[src/verilog/conv_regs_pkg.sv]
// constants for the converter alert, mask and configuration register bank
package conv_regs_pkg;
   localparam logic [7:0] MISC_CONTROL_FOUR_ADDR = 8'hD4;
   localparam logic [7:0] ALERT_EVENT_MASK_ADDR = 8'hD8;
   localparam logic [7:0] FACTORY_CONFIG_CODE_ADDR = 8'hD9;
   localparam logic [7:0] FACTORY_IMAGE_REVISION_ADDR = 8'hDA;
   // misc control fields
   localparam int MISC_SPARE_BIT = 7;
   localparam int MISC_BLANK_BIT = 6;
   localparam int MISC_EDGE_BIT = 5;
   localparam int MISC_ADDR_MSB = 4;
   localparam int MISC_ADDR_LSB = 0;
   localparam logic [7:0] MISC_WRITE_KEEP = 8'h7F;
   // mask fields
   localparam int MASK_VOUT_BIT = 7;
   localparam int MASK_IOUT_BIT = 6;
   localparam int MASK_SPARE_BIT = 5;
   localparam int MASK_TEMP_BIT = 4;
   localparam int MASK_PG_OFF_BIT = 3;
   localparam int MASK_PG_EDGE_BIT = 2;
   localparam int MASK_GND_BIT = 1;
   localparam int MASK_UNKNOWN_BIT = 0;
   // values held while reset is asserted, before the image is copied
   localparam logic [7:0] MISC_RESET = 8'h67;
   localparam logic [7:0] MASK_RESET = 8'hBF;
   localparam logic [7:0] CODE_RESET = 8'h00;
   localparam logic [7:0] REV_RESET = 8'h00;
   // fixed target address bits around the programmable field
   localparam logic ADDR_TOP_BIT = 1'b1;
   localparam logic ADDR_BOTTOM_BIT = 1'b1;
   // blanking times
   localparam int CLK_MHZ = 125;
   localparam int BLANK_LONG_MS = 5;
   localparam int BLANK_SHORT_US = 400;
   localparam int BLANK_LONG_CYCLES = BLANK_LONG_MS * 1000 * CLK_MHZ;
   localparam int BLANK_SHORT_CYCLES = BLANK_SHORT_US * CLK_MHZ;
   localparam int BLANK_CNT_W = 20;
endpackage

[src/verilog/serial_byte_if.sv]
// byte-level carrier between the serial target engine and the register bank
`timescale 1ns/1ps
`default_nettype none
interface serial_byte_if;
   logic [4:0] target_addr;
   logic wr_valid;
   logic wr_first;
   logic [7:0] wr_data;
   logic rd_req;
   logic [7:0] rd_data;
   modport engine (input target_addr, input rd_data, output wr_valid, output wr_first,
      output wr_data, output rd_req);
   modport bank (output target_addr, output rd_data, input wr_valid, input wr_first,
      input wr_data, input rd_req);
endinterface
`default_nettype wire

[src/verilog/converter_alert_mask_config_regs.sv]
// register bank with alert masking, blanking timer and image read-back
`timescale 1ns/1ps
`default_nettype none
module converter_alert_mask_config_regs #(
   parameter int BLANK_LONG_CYCLES = conv_regs_pkg::BLANK_LONG_CYCLES,
   parameter int BLANK_SHORT_CYCLES = conv_regs_pkg::BLANK_SHORT_CYCLES
) (
   input wire logic i_sys_clk,
   input wire logic i_rst,
   input wire logic i_scl,
   input wire logic i_sda,
   output logic o_sda,
   output logic o_sda_oe,
   input wire logic [7:0] i_image_misc_control,
   input wire logic [7:0] i_image_alert_mask,
   input wire logic [7:0] i_image_config_code,
   input wire logic [7:0] i_image_revision,
   input wire logic i_output_voltage_event,
   input wire logic i_output_overcurrent_fault_event,
   input wire logic i_current_power_warning_event,
   input wire logic i_overcurrent_recovery_event,
   input wire logic i_spare_event,
   input wire logic i_thermal_event,
   input wire logic i_power_good_off_event,
   input wire logic i_ground_short_event,
   input wire logic i_unclassified_event,
   input wire logic i_power_good_flag_n,
   input wire logic i_alert_clear,
   input wire logic i_current_limit_hit,
   output logic o_alert_output_pin,
   output logic o_constant_current_regulation,
   output logic o_switch_node_edge_speed,
   output logic o_current_limit_entry_blanking,
   output logic [4:0] o_target_addr
);
   serial_byte_if bus ();

   logic [7:0] misc_control_four, next_misc_control_four;
   logic [7:0] alert_event_mask, next_alert_event_mask;
   logic [7:0] factory_config_code, next_factory_config_code;
   logic [7:0] factory_image_revision, next_factory_image_revision;
   logic [7:0] pointer, next_pointer;
   logic load_pending;
   logic pg_prev, next_pg_prev;
   logic alert, next_alert;
   logic hit_meta, hit_sync;
   logic [conv_regs_pkg::BLANK_CNT_W-1:0] blank_cnt, next_blank_cnt, blank_limit;
   logic cc_on, next_cc_on;
   logic pg_went_bad, pg_went_good, alert_set;

   serial_target u_target (
      .i_sys_clk(i_sys_clk),
      .i_rst(i_rst),
      .i_scl(i_scl),
      .i_sda(i_sda),
      .o_sda_oe(o_sda_oe),
      .bus(bus)
   );

   function automatic logic [7:0] read_mux(input logic [7:0] addr, input logic [7:0] misc,
      input logic [7:0] mask, input logic [7:0] code, input logic [7:0] rev);
      logic [7:0] val;
      val = 8'h00;
      if (addr == conv_regs_pkg::MISC_CONTROL_FOUR_ADDR) begin
         val = misc;
      end else if (addr == conv_regs_pkg::ALERT_EVENT_MASK_ADDR) begin
         val = mask;
      end else if (addr == conv_regs_pkg::FACTORY_CONFIG_CODE_ADDR) begin
         val = code;
      end else if (addr == conv_regs_pkg::FACTORY_IMAGE_REVISION_ADDR) begin
         val = rev;
      end
      return val;
   endfunction

   assign bus.rd_data = read_mux(pointer, misc_control_four, alert_event_mask,
      factory_config_code, factory_image_revision);
   assign bus.target_addr =
      misc_control_four[conv_regs_pkg::MISC_ADDR_MSB:conv_regs_pkg::MISC_ADDR_LSB];

   // register writes and image copy
   always_comb begin
      next_misc_control_four = misc_control_four;
      next_alert_event_mask = alert_event_mask;
      next_factory_config_code = factory_config_code;
      next_factory_image_revision = factory_image_revision;
      next_pointer = pointer;
      if (load_pending) begin
         next_misc_control_four = i_image_misc_control & conv_regs_pkg::MISC_WRITE_KEEP;
         next_alert_event_mask = i_image_alert_mask;
         next_factory_config_code = i_image_config_code;
         next_factory_image_revision = i_image_revision;
      end else if (bus.wr_valid && bus.wr_first) begin
         next_pointer = bus.wr_data;
      end else if (bus.wr_valid) begin
         if (pointer == conv_regs_pkg::MISC_CONTROL_FOUR_ADDR) begin
            next_misc_control_four = bus.wr_data & conv_regs_pkg::MISC_WRITE_KEEP;
         end else if (pointer == conv_regs_pkg::ALERT_EVENT_MASK_ADDR) begin
            next_alert_event_mask = bus.wr_data;
         end else if (pointer == conv_regs_pkg::FACTORY_CONFIG_CODE_ADDR) begin
            next_factory_config_code = bus.wr_data;
         end else if (pointer == conv_regs_pkg::FACTORY_IMAGE_REVISION_ADDR) begin
            next_factory_image_revision = bus.wr_data;
         end
      end
   end

   always_ff @(posedge i_sys_clk) begin
      if (i_rst) begin
         misc_control_four <= conv_regs_pkg::MISC_RESET;
         alert_event_mask <= conv_regs_pkg::MASK_RESET;
         factory_config_code <= conv_regs_pkg::CODE_RESET;
         factory_image_revision <= conv_regs_pkg::REV_RESET;
         pointer <= 8'h00;
         load_pending <= 1'b1;
      end else begin
         misc_control_four <= next_misc_control_four;
         alert_event_mask <= next_alert_event_mask;
         factory_config_code <= next_factory_config_code;
         factory_image_revision <= next_factory_image_revision;
         pointer <= next_pointer;
         load_pending <= 1'b0;
      end
   end

   // alert gating: mask acts on the alert pin latch only
   assign pg_went_bad = i_power_good_flag_n & ~pg_prev;
   assign pg_went_good = ~i_power_good_flag_n & pg_prev;
   always_comb begin
      alert_set = 1'b0;
      alert_set = alert_set | (i_output_voltage_event
         & ~alert_event_mask[conv_regs_pkg::MASK_VOUT_BIT]);
      alert_set = alert_set | ((i_output_overcurrent_fault_event | i_current_power_warning_event
         | i_overcurrent_recovery_event) & ~alert_event_mask[conv_regs_pkg::MASK_IOUT_BIT]);
      alert_set = alert_set | (i_spare_event
         & ~alert_event_mask[conv_regs_pkg::MASK_SPARE_BIT]);
      alert_set = alert_set | (i_thermal_event
         & ~alert_event_mask[conv_regs_pkg::MASK_TEMP_BIT]);
      alert_set = alert_set | (i_power_good_off_event
         & ~alert_event_mask[conv_regs_pkg::MASK_PG_OFF_BIT]);
      alert_set = alert_set | pg_went_good
         | (pg_went_bad & ~alert_event_mask[conv_regs_pkg::MASK_PG_EDGE_BIT]);
      alert_set = alert_set | (i_ground_short_event
         & ~alert_event_mask[conv_regs_pkg::MASK_GND_BIT]);
      alert_set = alert_set | (i_unclassified_event
         & ~alert_event_mask[conv_regs_pkg::MASK_UNKNOWN_BIT]);
      if (load_pending) begin
         alert_set = 1'b0;
      end
      next_pg_prev = i_power_good_flag_n;
      // set wins over a clear in the same cycle
      next_alert = alert_set | (alert & ~i_alert_clear);
   end

   always_ff @(posedge i_sys_clk) begin
      if (i_rst) begin
         pg_prev <= 1'b1;
         alert <= 1'b0;
      end else begin
         pg_prev <= next_pg_prev;
         alert <= next_alert;
      end
   end

   // blanking before constant current regulation
   assign blank_limit = misc_control_four[conv_regs_pkg::MISC_BLANK_BIT] ?
      conv_regs_pkg::BLANK_CNT_W'(BLANK_SHORT_CYCLES - 1) :
      conv_regs_pkg::BLANK_CNT_W'(BLANK_LONG_CYCLES - 1);
   always_comb begin
      next_blank_cnt = blank_cnt;
      next_cc_on = cc_on;
      if (!hit_sync) begin
         next_blank_cnt = '0;
         next_cc_on = 1'b0;
      end else if (blank_cnt >= blank_limit) begin
         next_cc_on = 1'b1;
      end else begin
         next_blank_cnt = blank_cnt + 1'b1;
      end
   end

   always_ff @(posedge i_sys_clk) begin
      if (i_rst) begin
         hit_meta <= 1'b0;
         hit_sync <= 1'b0;
         blank_cnt <= '0;
         cc_on <= 1'b0;
      end else begin
         hit_meta <= i_current_limit_hit;
         hit_sync <= hit_meta;
         blank_cnt <= next_blank_cnt;
         cc_on <= next_cc_on;
      end
   end

   // outputs straight from flops, except o_sda which is tied low
   assign o_sda = 1'b0;
   assign o_alert_output_pin = alert;
   assign o_constant_current_regulation = cc_on;
   assign o_switch_node_edge_speed = misc_control_four[conv_regs_pkg::MISC_EDGE_BIT];
   assign o_current_limit_entry_blanking = misc_control_four[conv_regs_pkg::MISC_BLANK_BIT];
   assign o_target_addr = bus.target_addr;
endmodule
`default_nettype wire

[src/verilog/serial_target.sv]
// two-wire serial target engine: start/stop, address match, byte shifting
`timescale 1ns/1ps
`default_nettype none
module serial_target (
   input wire logic i_sys_clk,
   input wire logic i_rst,
   input wire logic i_scl,
   input wire logic i_sda,
   output logic o_sda_oe,
   serial_byte_if.engine bus
);
   typedef enum logic [2:0] {
      ST_IDLE = 3'b000,
      ST_ADDR = 3'b001,
      ST_ADDR_ACK = 3'b011,
      ST_WRITE = 3'b010,
      ST_WRITE_ACK = 3'b110,
      ST_READ = 3'b111,
      ST_READ_ACK = 3'b101
   } tgt_state_t;

   logic scl_meta, scl_sync, scl_prev, sda_meta, sda_sync, sda_prev;
   tgt_state_t state, next_state;
   logic [3:0] bit_cnt, next_bit_cnt;
   logic [7:0] shreg, next_shreg;
   logic sda_oe, next_sda_oe;
   logic is_read, next_is_read;
   logic first, next_first;
   logic nacked, next_nacked;
   logic wr_valid, next_wr_valid;
   logic rd_req, next_rd_req;
   logic scl_rise, scl_fall, start_seen, stop_seen;

   always_ff @(posedge i_sys_clk) begin
      if (i_rst) begin
         scl_meta <= 1'b1;
         scl_sync <= 1'b1;
         scl_prev <= 1'b1;
         sda_meta <= 1'b1;
         sda_sync <= 1'b1;
         sda_prev <= 1'b1;
      end else begin
         scl_meta <= i_scl;
         scl_sync <= scl_meta;
         scl_prev <= scl_sync;
         sda_meta <= i_sda;
         sda_sync <= sda_meta;
         sda_prev <= sda_sync;
      end
   end

   assign scl_rise = scl_sync & ~scl_prev;
   assign scl_fall = ~scl_sync & scl_prev;
   assign start_seen = scl_sync & scl_prev & sda_prev & ~sda_sync;
   assign stop_seen = scl_sync & scl_prev & ~sda_prev & sda_sync;

   always_comb begin
      next_state = state;
      next_bit_cnt = bit_cnt;
      next_shreg = shreg;
      next_sda_oe = sda_oe;
      next_is_read = is_read;
      next_first = first;
      next_nacked = nacked;
      next_wr_valid = 1'b0;
      next_rd_req = 1'b0;
      if (start_seen) begin
         next_state = ST_ADDR;
         next_bit_cnt = 4'h0;
         next_sda_oe = 1'b0;
      end else if (stop_seen) begin
         next_state = ST_IDLE;
         next_sda_oe = 1'b0;
      end else begin
         case (state)
            ST_ADDR, ST_WRITE: begin
               if (scl_rise && bit_cnt != 4'h8) begin
                  next_shreg = {shreg[6:0], sda_sync};
                  next_bit_cnt = bit_cnt + 4'h1;
               end else if (scl_fall && bit_cnt == 4'h8) begin
                  if (state == ST_WRITE) begin
                     next_wr_valid = 1'b1;
                     next_sda_oe = 1'b1;
                     next_state = ST_WRITE_ACK;
                  end else if (shreg[7:1] == {ADDR_TOP(), bus.target_addr, ADDR_BOT()}) begin
                     next_is_read = shreg[0];
                     next_sda_oe = 1'b1;
                     next_state = ST_ADDR_ACK;
                  end else begin
                     next_state = ST_IDLE;
                  end
               end
            end
            ST_ADDR_ACK, ST_WRITE_ACK: begin
               if (scl_fall) begin
                  next_bit_cnt = 4'h0;
                  next_first = (state == ST_ADDR_ACK);
                  if (state == ST_WRITE_ACK) begin
                     next_first = 1'b0;
                  end
                  if (state == ST_ADDR_ACK && is_read) begin
                     next_rd_req = 1'b1;
                     next_shreg = bus.rd_data;
                     next_sda_oe = ~bus.rd_data[7];
                     next_state = ST_READ;
                  end else begin
                     next_sda_oe = 1'b0;
                     next_state = ST_WRITE;
                  end
               end
            end
            ST_READ: begin
               if (scl_rise) begin
                  next_bit_cnt = bit_cnt + 4'h1;
               end else if (scl_fall && bit_cnt == 4'h8) begin
                  next_sda_oe = 1'b0;
                  next_state = ST_READ_ACK;
               end else if (scl_fall) begin
                  next_shreg = {shreg[6:0], 1'b0};
                  next_sda_oe = ~shreg[6];
               end
            end
            ST_READ_ACK: begin
               if (scl_rise) begin
                  next_nacked = sda_sync;
               end else if (scl_fall && nacked) begin
                  next_state = ST_IDLE;
               end else if (scl_fall) begin
                  next_rd_req = 1'b1;
                  next_shreg = bus.rd_data;
                  next_sda_oe = ~bus.rd_data[7];
                  next_bit_cnt = 4'h0;
                  next_state = ST_READ;
               end
            end
            default: begin
               next_sda_oe = 1'b0;
            end
         endcase
      end
   end

   function automatic logic ADDR_TOP();
      return conv_regs_pkg::ADDR_TOP_BIT;
   endfunction

   function automatic logic ADDR_BOT();
      return conv_regs_pkg::ADDR_BOTTOM_BIT;
   endfunction

   always_ff @(posedge i_sys_clk) begin
      if (i_rst) begin
         state <= ST_IDLE;
         bit_cnt <= 4'h0;
         shreg <= 8'h00;
         sda_oe <= 1'b0;
         is_read <= 1'b0;
         first <= 1'b0;
         nacked <= 1'b0;
         wr_valid <= 1'b0;
         rd_req <= 1'b0;
      end else begin
         state <= next_state;
         bit_cnt <= next_bit_cnt;
         shreg <= next_shreg;
         sda_oe <= next_sda_oe;
         is_read <= next_is_read;
         first <= next_first;
         nacked <= next_nacked;
         wr_valid <= next_wr_valid;
         rd_req <= next_rd_req;
      end
   end

   assign o_sda_oe = sda_oe;
   assign bus.wr_valid = wr_valid;
   assign bus.wr_first = first;
   assign bus.wr_data = shreg;
   assign bus.rd_req = rd_req;
endmodule
`default_nettype wire
[config.mk]
export PLATFORM = sky130hd
export DESIGN_NAME = converter_alert_mask_config_regs
export DESIGN_NICKNAME = d
export VERILOG_FILES = /design/src/verilog/conv_regs_pkg.sv /design/src/verilog/serial_byte_if.sv /design/src/verilog/converter_alert_mask_config_regs.sv /design/src/verilog/serial_target.sv
export SDC_FILE = /design/constraint.sdc
export NUM_CORES = 1
export LEC_CHECK = 0
export BUFFER_PORTS_ARGS = -buffer_cell sky130_fd_sc_hd__buf_2
export CORE_ASPECT_RATIO = 0.75
export CORE_MARGIN = 3
export CORE_UTILIZATION = 40
export CTS_BUF_LIST = sky130_fd_sc_hd__clkbuf_8
export CTS_CLUSTER_DIAMETER = 100
export DETAILED_ROUTE_END_ITERATION = 10
export MAX_ROUTING_LAYER = met4
export REMOVE_ABC_BUFFERS = 1
export SYNTH_ARGS = -nofsm -noshare
export SYNTH_HDL_FRONTEND = slang
export SYNTH_SLANG_ARGS = --single-unit
export TNS_END_PERCENT = 1
[constraint.sdc]
create_clock -name i_sys_clk -period 2.16 [get_ports i_sys_clk]
set_input_delay 0 -clock i_sys_clk [delete_from_list [all_inputs] [get_ports i_sys_clk]]
set_output_delay 0 -clock i_sys_clk [all_outputs]
set_load 0.05 [all_outputs]
=== Word-level counts from Yosys, hierarchy flattened ===
Cells that the tools add are included.

* Bits in registers: 91
* Input bits: 48
* Output and inout bits: 11
* Logic and storage cells: 229

* Add/sub/neg operators: 2
* Magnitude comparators: 1
* Equality and inequality tests: 40
* Muxes and demuxes: 74
* Bitwise logic cells: 54
* Reduce and logical (&&, ||, !) cells: 31

{| class="wikitable"
|+ Operators by type and width
! kind !! count
|-
| 8-bit 2-to-1 mux || 31
|-
| 8-bit equality test, second input constant || 4
|-
| 8-bit one-hot mux with 4 select lines || 1
|-
| 3-bit 2-to-1 mux || 10
|-
| 7-bit 2-to-1 mux || 4
|-
| 1-bit inverter || 25
|-
| 20-bit by 1-bit adder with 20-bit output, second input constant || 1
|-
| 20-bit greater-or-equal comparator || 1
|-
| 20-bit 2-to-1 mux || 1
|-
| 4-bit 2-to-1 mux || 5
|-
| 1-bit AND || 18
|-
| 1-bit 2-to-1 mux || 18
|-
| 2-bit inequality test, second input constant || 9
|-
| 2-bit by 1-bit inequality test with 1-bit output, second input constant || 8
|-
| 4-bit one-hot mux with 4 select lines || 1
|-
| 8-bit AND reduction || 2
|-
| 4-bit by 1-bit inequality test with 1-bit output, second input constant || 3
|-
| 4-bit inequality test, second input constant || 3
|-
| 3-bit one-hot mux with 4 select lines || 1
|-
| 12-bit AND reduction || 1
|-
| 4-bit AND reduction || 3
|-
| 6-bit AND reduction || 2
|-
| 1-bit OR || 11
|-
| 2-bit nonzero test || 5
|-
| 22 further kinds || 34
|}

=== Depth between registers and ports, before layout ===
Gate-level depths: netlist (run 1).

* Word-level depth: 13
* Mapped depth: 9
* Gate-level depth less buffers: 7

=== Modules after synthesis ===
A second synthesis (run 1) with hierarchy kept.

* Cell total of the unflattened synthesis: 559
* Area total of the unflattened synthesis: 4863.4 sq um

{| class="wikitable"
|+ By module, submodules not included
! module !! instances !! cells an instance !! area each (sq um) !! seq. area each (sq um)
|-
| converter_alert_mask_config_regs || 1 || 368 || 3196.8 || 1301.2
|-
| serial_target || 1 || 191 || 1666.6 || 540.5
|}

=== Least setup slack after synthesis (run 1) ===
OpenSTA, ideal clock, no wires.

* Path type: reg-to-reg
* Start: register misc_control_four[6]
* End: register blank_cnt[15] (netlist bit)
* Library setup time: 0.070 ns
* Arrival: 2.562 ns
* Data required time: 2.090 ns
* Setup slack: -0.472 ns
* Stages on the path, launching flop included: 9
* Period minus slack after synthesis: 2.632 ns
* Cells stage by stage: dfxtp_1 > inv_1 > ha_1 > a211o_1 > a21oi_1 > a2111oi_4 > buf_6 > or4_1 > a21oi_1

* Cells in the longest elaborated chain, start to end: 2

{| class="wikitable"
|+ RTL lines
! item !! RTL line !! RTL
|-
| start: declaration || converter_alert_mask_config_regs.sv:38 || <nowiki>logic [7:0] misc_control_four, next_misc_control_four;</nowiki>
|-
| start signal: assignment || converter_alert_mask_config_regs.sv:110 || <nowiki>misc_control_four <= conv_regs_pkg::MISC_RESET;</nowiki>
|-
| start signal: assignment || converter_alert_mask_config_regs.sv:117 || <nowiki>misc_control_four <= next_misc_control_four;</nowiki>
|-
| 20-bit 2-to-1 mux || converter_alert_mask_config_regs.sv:166 || <nowiki>assign blank_limit = misc_control_four[conv_regs_pkg::MISC_BLANK_BIT] ?</nowiki>
|-
| 20-bit greater-or-equal comparator || converter_alert_mask_config_regs.sv:175 || <nowiki>end else if (blank_cnt >= blank_limit) begin</nowiki>
|-
| end signal: assignment || converter_alert_mask_config_regs.sv:191 || <nowiki>blank_cnt <= next_blank_cnt;</nowiki>
|-
| end: declaration || converter_alert_mask_config_regs.sv:47 || <nowiki>logic [conv_regs_pkg::BLANK_CNT_W-1:0] blank_cnt, next_blank_cnt, blank_limit;</nowiki>
|}

No other way between the ends.
A chain may end at the register's enable or synchronous reset.

=== Final worst setup path (run 1) ===
* Start: register misc_control_four[6]
* End: register blank_cnt[6] (netlist bit)

Same word-level chain as after synthesis.

==> results of run 1 <==
## cell type report
| type | count | area (um2) | area share |
|---|---|---|---|
| clock buffer | 10 | 138 | 0.0205 |
| clock inverter | 6 | 88.8 | 0.0132 |
| inverter | 18 | 70.1 | 0.0104 |
| multi-input combinational | 441 | 3250 | 0.484 |
| sequential | 91 | 1830 | 0.272 |
| tap | 166 | 208 | 0.0309 |
| timing repair buffer | 143 | 1140 | 0.169 |
## state kept, by name (all words and copies together), names as in the netlist, 3 cells and up
register	count
blank_cnt	20
alert_event_mask	8
factory_config_code	8
factory_image_revision	8
pointer	8
u_target.bus.wr_data	8
misc_control_four	7
u_target.bit_cnt	4
u_target.state	3
## per-stage QoR
step	std cells	setup TNS, ns	setup WS (ns)
3_5_place_dp	818	-0.962	-0.101
3_3_place_gp	818	-0.173	-0.0552
6_report	875	-0.895	-0.118
4_1_cts	873	-0.256	-0.0755
5_1_grt	875	-2.30	-0.170
2_1_floorplan	550	-12.03	-0.625
## worst min-delay path by stage
stage	start	to	slack, ns
finish	i_rst	factory_config_code[0]	0.1
global route	i_rst	factory_config_code[0]	0.10
CTS	i_rst	factory_config_code[0]	0.09
detailed placement	i_sda	u_target.sda_meta	0.19
global placement	i_sda	u_target.sda_meta	0.18
floorplan	i_rst	load_pending	0.03
## layer usage
layer  wire length [um]  part of all wire  global-route usage
met4                169             0.011              0.0437
met2               6420              0.42               0.310
met5                  0                 0                   -
met1               7800              0.51               0.311
met3                789             0.052              0.0349
## cell families after synthesis
kind of cell	count (synthesis)	share of synthesized area
AOI/OAI and AO/OA	145	0.197
xor gates and xnor gates	8	0.0133
adders and majority gates	10	0.0238
buffers and inverters	67	0.0599
DFF	91	0.346
muxes	76	0.152
other	1	0.000712
and+or+nand+nor	201	0.208
## cell usage in the layout (no fill, tap or decap), types with 5 or more instances in the layout
master         instances
dfxtp_1               88
buf_2                 56
nor2_1                47
mux2i_1               43
buf_4                 41
dlygate4sd3_1         36
a21oi_1               33
mux2_2                33
nand2_1               31
nand2b_1              24
o21ai_0               18
inv_1                 17
nand3_1               16
o31ai_1               12
or4_1                 11
nand4_1               10
clkbuf_8              10
or2_2                  9
nor2b_1                8
o211ai_1               8
o41ai_1                8
xnor2_1                8
nor3_1                 7
a311oi_1               7
a22oi_1                7
a21oi_2                6
and4_1                 6
o311ai_0               6
nand3b_1               6
o2111ai_1              6
a211oi_1               5
a21o_1                 5
ha_1                   5
## Yosys cell counts (all sizes together), types with 2 or more instances
cell	instances	share of area
nand2	32	0.023
o21ba	2	0.0038
and4	6	0.010
nand3	16	0.015
nor2	47	0.033
o21ai	18	0.017
or4	12	0.017
or3	3	0.0038
a21boi	2	0.0028
clkbuf	30	0.027
a22oi	7	0.010
a21oi	39	0.038
dfxtp	91	0.35
a21o	5	0.0071
ha	10	0.024
or2	9	0.011
a311oi	7	0.012
o311ai	6	0.010
o2111ai	6	0.010
mux2i	43	0.082
a31o	3	0.0050
o41ai	9	0.015
nor3	9	0.0095
inv	18	0.013
buf	19	0.020
and3	6	0.0076
a211oi	6	0.0095
o22ai	2	0.0024
nand3b	6	0.0086
o211ai	8	0.011
nor3b	2	0.0028
nor2b	8	0.0095
o31ai	13	0.019
xnor2	8	0.013
nand4	10	0.012
nand2b	24	0.029
mux2	33	0.071
nor4	4	0.0047
o21a	2	0.0028
## power by group through the flow
stage          clock [mW]  sequential [mW]  combinational (mW)
2_1_floorplan           0             1.86               0.181
3_3_place_gp            0             1.83               0.355
3_5_place_dp            0             1.83               0.362
4_1_cts              1.35             1.79               0.420
5_1_grt              1.40             1.80               0.466
6_report             1.32             1.79               0.425
## worst min-delay path: cells and delay by family
family,cells,cell delay [ns]
buf+inv,2,0.33
simple gates,1,0.10
## timing repair
item / CTS / global route
hold buffers: 36 / 0
pin swaps: 12 / 6
gates resized for setup: 14 / 17
hold endpoints to repair: 36 / 0
gates cloned: 2 / 1
buffers inserted: 1 / 1
endpoints found under the setup margin: 14 / 20
==> metrics.md, run 1 <==
| Metric | Value |
|---|---|
| Fillers | `between 1000 and 1500` |
| Tcrit/Tclk final | `1.05` |
| Sequential share of the synthesized area | `0.346` |
| DP Area | `approximately 5900 um2` |
| Cell with the largest stage delay on the worst path | `or4_4` |
| HPWL Detailed | `10.9 mm` |
| Synth warn | `0` |
| Slowest cell delay on critical path | `~0.47 ns` |
| Layout area overhead | `27.6%` |
| Synth Register Bits | `approximately 90` |
| Unique masters post-synth | `66` |
| Fin. Hold Viols | `0` |
| Top achievable clock speed | `approximately 0.44 GHz` |
| Final Instance Area | `approximately 6700 um2` |
| Final Skew | `roughly 0.012 ns` |
| Final setup fails | `14` |
| Clk_lat worst skew | `0.37 ns` |
| Mapped Cells | `between 500 and 600` |
| Slew @ Worst Pin | `approximately 0.65 ns` |
| IO Count | `59` |
| FF-to-FF path depth | `9` |
| Clk pwr share | `0.374` |
| R2r endpoint | `blank_cnt[6]` |
| Wire per inst | `between 15 and 20 um` |
| Sink Count | `91` |
| Worst path depth | `9` |
| Worst setup path category | `flip-flop to flip-flop` |
| Clock tree from TritonCTS | `yes` |
| CTS Root Cell | `clkbuf_8` |
| Power Total | `~3.5 mW` |
| Die ar. | `~15000 um2` |
| Post-route ant nets | `0` |
| CP Max Fanout | `6` |
| Setup crit end kind | `flip-flop` |
| Cell family with most CP delay | `simple AND/OR/NAND/NOR gates` |
| Total grt overflow | `0` |
| First-pass DRT Iterations | `5` |
| Fraction of layout cells with a size suffix above 1 | `0.282` |
| Unrepaired setup endpoints after global routing | `true` |
| Violated checks | `negative setup slack` |
| Routed Wire Length | `between 15 and 20 mm` |
| DR iter-0 viols | `about 440` |
| HP Class | `primary input to flip-flop` |
| Critical path data required time | `~2.5 ns` |
| Avg Inst Size Synth | `between 8 and 9 um2` |
| Post-synth ARST share | `0` |
| Vias in the first global route | `4694` |
| Int Power | `~2.6 mW` |
| Critical path arrival | `between 2 and 3 ns` |
| Switching share of total power | `0.257` |
| Pin count of the biggest net entering global routing | `just under 50` |
| IO Port Bufs | `56` |
| Die H | `about 110 um` |
| Minimum clock period | `2.28 ns` |
| Worst slew margin | `0.563` |
| Max-Cap Viols | `0` |
| Nets | `762` |
| Residual DRC | `0` |
| Worst hold slack | `about 0.097 ns` |
| Sequential power share | `0.506` |
| Main synth FF type | `dfxtp_1` |
| Gpl congestion | `roughly 0.94` |
| Buf+Inv Stages, Crit Path | `3` |
| Switch Pwr | `slightly above 0.9 mW` |
| R2R setup slack | `-0.12 ns` |
| Initial Util | `0.419` |
| Worst Setup EP | `blank_cnt[6]` |
| First-pass GRT wire length | `around 25 mm` |
| P_leak | `~2.7 nW` |
| Final core utilization | `0.535` |
| Vias per std cell | `approximately 5.6` |
| Status | `finished with violations` |
| Startpoint types | `flip-flop` |
| Antenna violations before repair | `0` |
| Core Region | `around 13000 um2` |
| Crit path top cell by count | `clkbuf_16` |
| Power Dens Cells | `527 nW/um2` |
| CTS H-tree lvls | `3` |
| Via count | `4929` |
| Fin. max-slew vios | `0` |
| Final worst setup slack | `-0.118 ns` |
| Gr usage total | `0.212` |
| Diode count | `0` |
| Reg-to-Reg Start | `misc_control_four[6]` |
| Crit path from | `misc_control_four[6]` |
| Post-Syn Area | `between 5000 and 6000 um2` |
| Critical path cell sequence | `buf_6 -> ha_4 -> or3_4 -> o221ai_4 -> a2111oi_4 -> clkbuf_16 -> clkbuf_16 -> or4_4 -> a21oi_2` |
| Logic pwr share | `0.120` |
| Clock Path Buffers | `2` |
| Post-synth EDFFs | `0` |
| Cell row count | `35` |
| Clock-pin slew on the worst setup and hold paths | `~0.10 ns` |
| Hold Crit Depth | `3` |
| IR drop worst, VDD | `about 0.00040 V` |
| CTS Buf Count | `9` |
| Die Width | `139 um` |
Note: power is estimated with default switching activity, not from simulation.
==> inputs of run 2 (changes only) <==
==> constraint.sdc (replaced) <==
create_clock -name i_sys_clk -period 2 [get_ports i_sys_clk]
set_input_delay 0 -clock i_sys_clk [delete_from_list [all_inputs] [get_ports i_sys_clk]]
set_output_delay 0 -clock i_sys_clk [all_outputs]
set_load 0.05 [all_outputs]
==> metrics.md, run 2 (same netlist as run 1, synthesis figures left out) <==
| Metric | Value |
|---|---|
| Status | `finished with violations` |
| Violated checks | `negative setup slack` |
| Int Power | `2.89 mW (+9.7%)` |
| Clk pwr share | `0.373 (about the same)` |
| IO Port Bufs | `56 (unchanged)` |
| Worst setup path category | `flip-flop to flip-flop` |
| Cell with the largest stage delay on the worst path | `or4_1` |
| Clock Path Buffers | `2 (unchanged)` |
| Final Skew | `0.0104 ns (-0.00115 ns)` |
| HPWL Detailed | `11.1 mm (+2.5%)` |
| Final worst setup slack | `-0.203 ns (-0.0853 ns)` |
| Vias in the first global route | `4764 (+1.5%)` |
| Startpoint types | `flip-flop` |
| First-pass DRT Iterations | `7 (+2)` |
| Cell family with most CP delay | `simple AND/OR/NAND/NOR gates` |
| Largest Register | `blank_cnt` |
| Finished Layout Cells | `902 (+3.1%)` |
| Initial Util | `0.419 (unchanged)` |
| Sink Count | `91 (unchanged)` |
| Pin count of the biggest net entering global routing | `56 (+14%)` |
| Critical path arrival | `2.52 ns (-0.07 ns)` |
| Logic pwr share | `0.130 (+0.010)` |
| Placed insts | `843 (+3.1%)` |
| Unrepaired setup endpoints after global routing | `true` |
| Sequential power share | `0.497 (-0.009)` |
| Power Dens Cells | `544 nW/um2 (+3.3%)` |
| Post-route ant nets | `0 (unchanged)` |
| Clk_lat worst skew | `0.37 ns (about the same)` |
| Clock-pin slew on the worst setup and hold paths | `0.09 ns (about the same)` |
| Fin. Hold Viols | `0 (unchanged)` |
| Core Region | `12600 um2 (unchanged)` |
| Nets | `789 (+3.5%)` |
| Diode count | `0 (unchanged)` |
| Fillers | `1102 (-5.1%)` |
| CTS Root Cell | `clkbuf_8` |
| Routed Wire Length | `15.9 mm (+4.8%)` |
| Final Instance Area | `7090 um2 (+5.5%)` |
| Vias per std cell | `5.70 (+1.2%)` |
| DR iter-0 viols | `411 (-5.5%)` |
| Max-Cap Viols | `0 (unchanged)` |
| Buf+Inv Stages, Crit Path | `3 (unchanged)` |
| IO Count | `59 (unchanged)` |
| Final setup fails | `20 (+6)` |
| Die Width | `139 um (unchanged)` |
| Setup crit end kind | `flip-flop` |
| Clock tree from TritonCTS | `yes` |
| R2R setup slack | `-0.20 ns (-0.09 ns)` |
| Critical path cell sequence | `buf_6 -> ha_2 -> or3_1 -> a21oi_2 -> nand2_2 -> buf_12 -> buf_12 -> or4_1 -> nand2_1` |
| P_leak | `2.84 nW (+7.1%)` |
| Total grt overflow | `0 (unchanged)` |
| Fraction of layout cells with a size suffix above 1 | `0.342 (+0.0603)` |
| IR drop worst, VDD | `0.000377 V (-4.9%)` |
| Via count | `5142 (+4.3%)` |
| Top achievable clock speed | `0.454 GHz (+3.4%)` |
| Critical path data required time | `2.32 ns (-0.15 ns)` |
| CTS H-tree lvls | `3 (unchanged)` |
| Die ar. | `14600 um2 (unchanged)` |
| Fin. max-slew vios | `0 (unchanged)` |
| Gpl congestion | `0.934 (-0.65%)` |
| Max reg flops | `20 (unchanged)` |
| Wire per inst | `17.6 um (+1.7%)` |
| First-pass GRT wire length | `25.0 mm (+1.7%)` |
| Crit path top cell by count | `buf_12` |
| Cell row count | `35 (unchanged)` |
| Power Total | `3.86 mW (+9.0%)` |
| Tcrit/Tclk final | `1.10 (+0.0470)` |
| DP Area | `6080 um2 (+3.0%)` |
| Multi-input gate area | `3420 um2 (+5.2%)` |
| HP Class | `primary input to flip-flop` |
| Layout area overhead | `34.7%` |
| Worst slack, placed | `-0.286 ns (-0.185 ns)` |
| Minimum clock period | `2.20 ns (-0.0747 ns)` |
| Antenna violations before repair | `0 (unchanged)` |
| Slowest cell delay on critical path | `0.46 ns (about the same)` |
| Residual DRC | `0 (unchanged)` |
| Most common cell after layout, fill and taps aside | `dfxtp_1` |
| Switching share of total power | `0.252 (-0.00518)` |
| Most frequent cells in the layout | `dfxtp_1, buf_4, buf_2` |
| Gr usage total | `0.217 (+0.00449)` |
| Die H | `105 um (unchanged)` |
| Slew @ Worst Pin | `0.555 ns (-0.0951 ns)` |
| CP Max Fanout | `7 (+1)` |
| Setup TNS Final | `-3.09 ns (-2.20 ns)` |
| Switch Pwr | `0.972 mW (+6.8%)` |
| Worst slew margin | `0.630 (+0.0674)` |
| CTS Buf Count | `9 (unchanged)` |
| Register area | `1830 um2 (about the same)` |
-- run 2: worst reg2reg max path, delay by kind of cell, from the launching register on --
| kind | cells | cell delay [ns] |
|---|---|---|
| compound gates | 1 | 0.17 |
| fa+ha+maj | 1 | 0.17 |
| buf+inv | 3 | 0.46 |
| flops | 1 | 0.37 |
| simple gates | 4 | 1.00 |
-- run 2: worst paths after layout --
| check | start | to | cells past startpoint |
|---|---|---|---|
| setup / recovery | misc_control_four[6] | blank_cnt[17] | 9 |
| hold / removal | i_power_good_off_event | o_alert_output_pin | 4 |
| setup reg to reg | misc_control_four[6] | blank_cnt[17] | 9 |
| hold reg to reg | u_target.sda_meta | u_target.sda_sync | 1 |
-- run 2: routing by layer --
layer / up-vias / part of all wire / track usage
met2: 220 / 0.41 / 0.292
met4: 0 / 0.021 / 0.0656
met3: 33 / 0.079 / 0.0485
met5: - / 0 / -
li1: 2486 / - / -
met1: 2403 / 0.49 / 0.320
-- run 2: per-stage QoR --
step / hold WS, ns / util
after global placement: 0.185 / 0.484
after floorplan: 0.0277 / -
after global routing: 0.233 / 0.564
final: 0.161 / 0.564
after detailed placement: 0.185 / 0.484
after CTS: 0.144 / 0.548
-- run 2: layout make-up --
cell class,instances,area share
clock inverters,5,0.0108
well taps,166,0.0293
repair buffers,170,0.189
flip-flops and latches,91,0.258
clock buffers,11,0.0213
multi-input cells,441,0.482
inverters,18,0.00988
-- run 2: what timing repair did --
item / 4_1_cts / 5_1_grt
buffers inserted: 3 / 1
endpoints found under the hold margin: 37 / 0
hold buffers: 37 / 0
pin swaps: 12 / 16
setup endpoints to repair: 21 / 40
gates resized for setup: 31 / 42
cloned: 2 / 0
-- run 2: power by group through the flow --
stage / logic (mW) / registers [mW] / clock network [mW]
CTS: 0.490 / 1.92 / 1.48
detailed placement: 0.428 / 1.96 / 0
global placement: 0.418 / 1.96 / 0
global route: 0.547 / 1.93 / 1.53
floorplan: 0.195 / 2.00 / 0
finish: 0.501 / 1.92 / 1.44
==> inputs of run 3 (changes only) <==
--- a/config.mk
+++ b/config.mk
@@ -13,6 +13,7 @@
 export CTS_CLUSTER_DIAMETER = 100
 export DETAILED_ROUTE_END_ITERATION = 10
 export MAX_ROUTING_LAYER = met4
+export PLACE_DENSITY = 0.7
 export REMOVE_ABC_BUFFERS = 1
 export SYNTH_ARGS = -nofsm -noshare
 export SYNTH_HDL_FRONTEND = slang
==> constraint.sdc (replaced) <==
create_clock -name i_sys_clk -period 2 [get_ports i_sys_clk]
set_input_delay 0.2 -clock i_sys_clk [delete_from_list [all_inputs] [get_ports i_sys_clk]]
set_output_delay 0.2 -clock i_sys_clk [all_outputs]
set_load 0.05 [all_outputs]
==> metrics.md, run 3 (same netlist as run 1, synthesis figures left out) <==
| Metric | Value |
|---|---|
| Wire per inst | `17.5 um (-0.70%)` |
| Total grt overflow | `0 (unchanged)` |
| Gr usage total | `0.209 (-0.00837)` |
| Vias in the first global route | `4729 (-0.73%)` |
| Worst slew margin | `0.655 (+0.0244)` |
| Register area | `1830 um2 (-0.21%)` |
| First-pass GRT wire length | `24.3 mm (-3.0%)` |
| Via count | `4973 (-3.3%)` |
| CP Max Fanout | `19 (+12)` |
| Slew @ Worst Pin | `0.517 ns (-0.0381 ns)` |
| IO Count | `59 (unchanged)` |
| CTS Buf Count | `9 (unchanged)` |
| Hold Path End | `u_target.sda_meta` |
| Setup crit end kind | `flip-flop` |
| Antenna violations before repair | `0 (unchanged)` |
| Hold Crit Depth | `2 (-2)` |
| Clock-pin slew on the worst setup and hold paths | `0.09 ns (about the same)` |
| Min-delay src | `i_sda` |
| Layout area overhead | `21.1%` |
| Vias per std cell | `5.82 (+2.1%)` |
| Top achievable clock speed | `0.463 GHz (+2.0%)` |
| Startpoint types | `flip-flop` |
| Fraction of layout cells with a size suffix above 1 | `0.311 (-0.0313)` |
| Worst setup path category | `flip-flop to flip-flop` |
| Violated checks | `negative setup slack` |
| Clock Path Buffers | `2 (unchanged)` |
| Unrepaired setup endpoints after global routing | `true` |
| Post-route ant nets | `0 (unchanged)` |
| Finished Layout Cells | `854 (-5.3%)` |
| Clock tree from TritonCTS | `yes` |
| Critical path arrival | `2.46 ns (-0.06 ns)` |
| Worst hold slack | `0.0161 ns (-0.144 ns)` |
| R2R setup slack | `-0.16 ns (+0.04 ns)` |
| Status | `finished with violations` |
| Die H | `105 um (unchanged)` |
| Nets | `741 (-6.1%)` |
| Final Instance Area | `6380 um2 (-10%)` |
| Max-Cap Viols | `0 (unchanged)` |
| IO Port Bufs | `56 (unchanged)` |
| Most common cell after layout, fill and taps aside | `dfxtp_1` |
| Fillers | `1167 (+5.9%)` |
| Routed Wire Length | `15.0 mm (-6.0%)` |
| Pin count of the biggest net entering global routing | `62 (+11%)` |
| Initial Util | `0.419 (unchanged)` |
| DR iter-0 viols | `522 (+27%)` |
| Final Skew | `0.0105 ns (+0.000128 ns)` |
| Final worst setup slack | `-0.160 ns (+0.0431 ns)` |
| Max reg flops | `20 (unchanged)` |
| Die Width | `139 um (unchanged)` |
| CTS Root Cell | `clkbuf_8` |
| FF-to-FF path depth | `8 (-1)` |
| HP Class | `primary input to flip-flop` |
| Fin. max-slew vios | `0 (unchanged)` |
| Multi-input gate area | `3210 um2 (-6.0%)` |
| Core Region | `12600 um2 (unchanged)` |
| Power Dens Cells | `573 nW/um2 (+5.4%)` |
| Critical path data required time | `2.30 ns (-0.02 ns)` |
| GR Layer Usage met2 | `0.288 (-0.00487)` |
| P_leak | `2.58 nW (-9.0%)` |
| Diode count | `0 (unchanged)` |
| CTS H-tree lvls | `3 (unchanged)` |
| Sink Count | `91 (unchanged)` |
| GR peak layer | `met1` |
| HPWL Detailed | `10.9 mm (-1.7%)` |
| Gpl congestion | `0.927 (-0.77%)` |
| Reg-to-Reg Start | `misc_control_four[6]` |
| First-pass DRT Iterations | `5 (-2)` |
| Largest Register | `blank_cnt` |
| Tcrit/Tclk final | `1.08 (-0.0215)` |
| R2r endpoint | `blank_cnt[11]` |
| Final setup fails | `20 (unchanged)` |
| Power Total | `3.66 mW (-5.2%)` |
| Clk_lat worst skew | `0.37 ns (about the same)` |
| Cell row count | `35 (unchanged)` |
| Worst slack, placed | `-0.273 ns (+0.0125 ns)` |
| Die ar. | `14600 um2 (unchanged)` |
| Placed insts | `835 (-0.95%)` |
| M3 GR Usage | `0.0404 (-0.00816)` |
| Setup TNS Final | `-2.00 ns (+1.09 ns)` |
| Final core utilization | `0.507 (-0.0570)` |
| DP Area | `6040 um2 (-0.58%)` |
| Fin. Hold Viols | `0 (unchanged)` |
| Minimum clock period | `2.16 ns (-0.0431 ns)` |
| IR drop worst, VDD | `0.000284 V (-25%)` |
| Met1 Resource Use GR | `0.307 (-0.0123)` |
| Most frequent cells in the layout | `dfxtp_1, buf_4, buf_2` |
| Residual DRC | `0 (unchanged)` |
## run 3: cell count changes in the layout (fill, tap and decap cells not counted), sizes merged
cell,before,now
buf,131,120
bufbuf,1,0
clkinv,1,3
dlygate4sd3,37,1
clkinvlp,1,0
bufinv,2,1
## run 3: area by class of cell
cell class | instances | share of cell area
multi-input cells | 441 | 0.504
flip-flops and latches | 91 | 0.286
repair buffers | 122 | 0.135
well taps | 166 | 0.0326
clock buffers | 11 | 0.0237
inverters | 18 | 0.0106
clock inverters | 5 | 0.00824
## run 3: critical path, cell delays in order (launching register included)
cell,delay (ns)
dfxtp_2,0.35
buf_4,0.16
ha_1,0.18
or3_1,0.31
a21oi_2,0.16
nand2_2,0.10
buf_12,0.17
or4_1,0.51
a21oi_1,0.15
## run 3: what timing repair did
item	CTS	global route
pin swaps	3	9
hold buffers	1	0
gates resized for setup	8	16
cloned	0	1
setup endpoints to repair	21	32
setup buffers	0	1
endpoints found under the hold margin	1	0
## run 3: worst max path at each step
| stage | start | to | slack [ns] |
|---|---|---|---|
| after global placement | misc_control_four[6] | blank_cnt[8] | -0.22 |
| final | misc_control_four[6] | blank_cnt[11] | -0.16 |
| after global routing | misc_control_four[6] | blank_cnt[4] | -0.24 |
| after CTS | misc_control_four[6] | blank_cnt[15] | -0.19 |
| after detailed placement | misc_control_four[6] | blank_cnt[8] | -0.27 |
| after floorplan | misc_control_four[6] | blank_cnt[10] | -0.78 |
## run 3: layer usage
layer  vias to the layer above  part of all wire
li1                       2391                 -
met2                       198              0.41
met5                         -                 0
met3                        23             0.068
met1                      2361              0.50
met4                         0             0.018
## run 3: where the power goes
group	internal [mW]	total [mW]	switching [mW]	leakage, nW
clock	0.640	1.30	0.664	0.110
sequential	1.87	1.92	0.0506	0.743
combinational	0.197	0.431	0.234	1.73
total	2.71	3.66	0.948	2.58
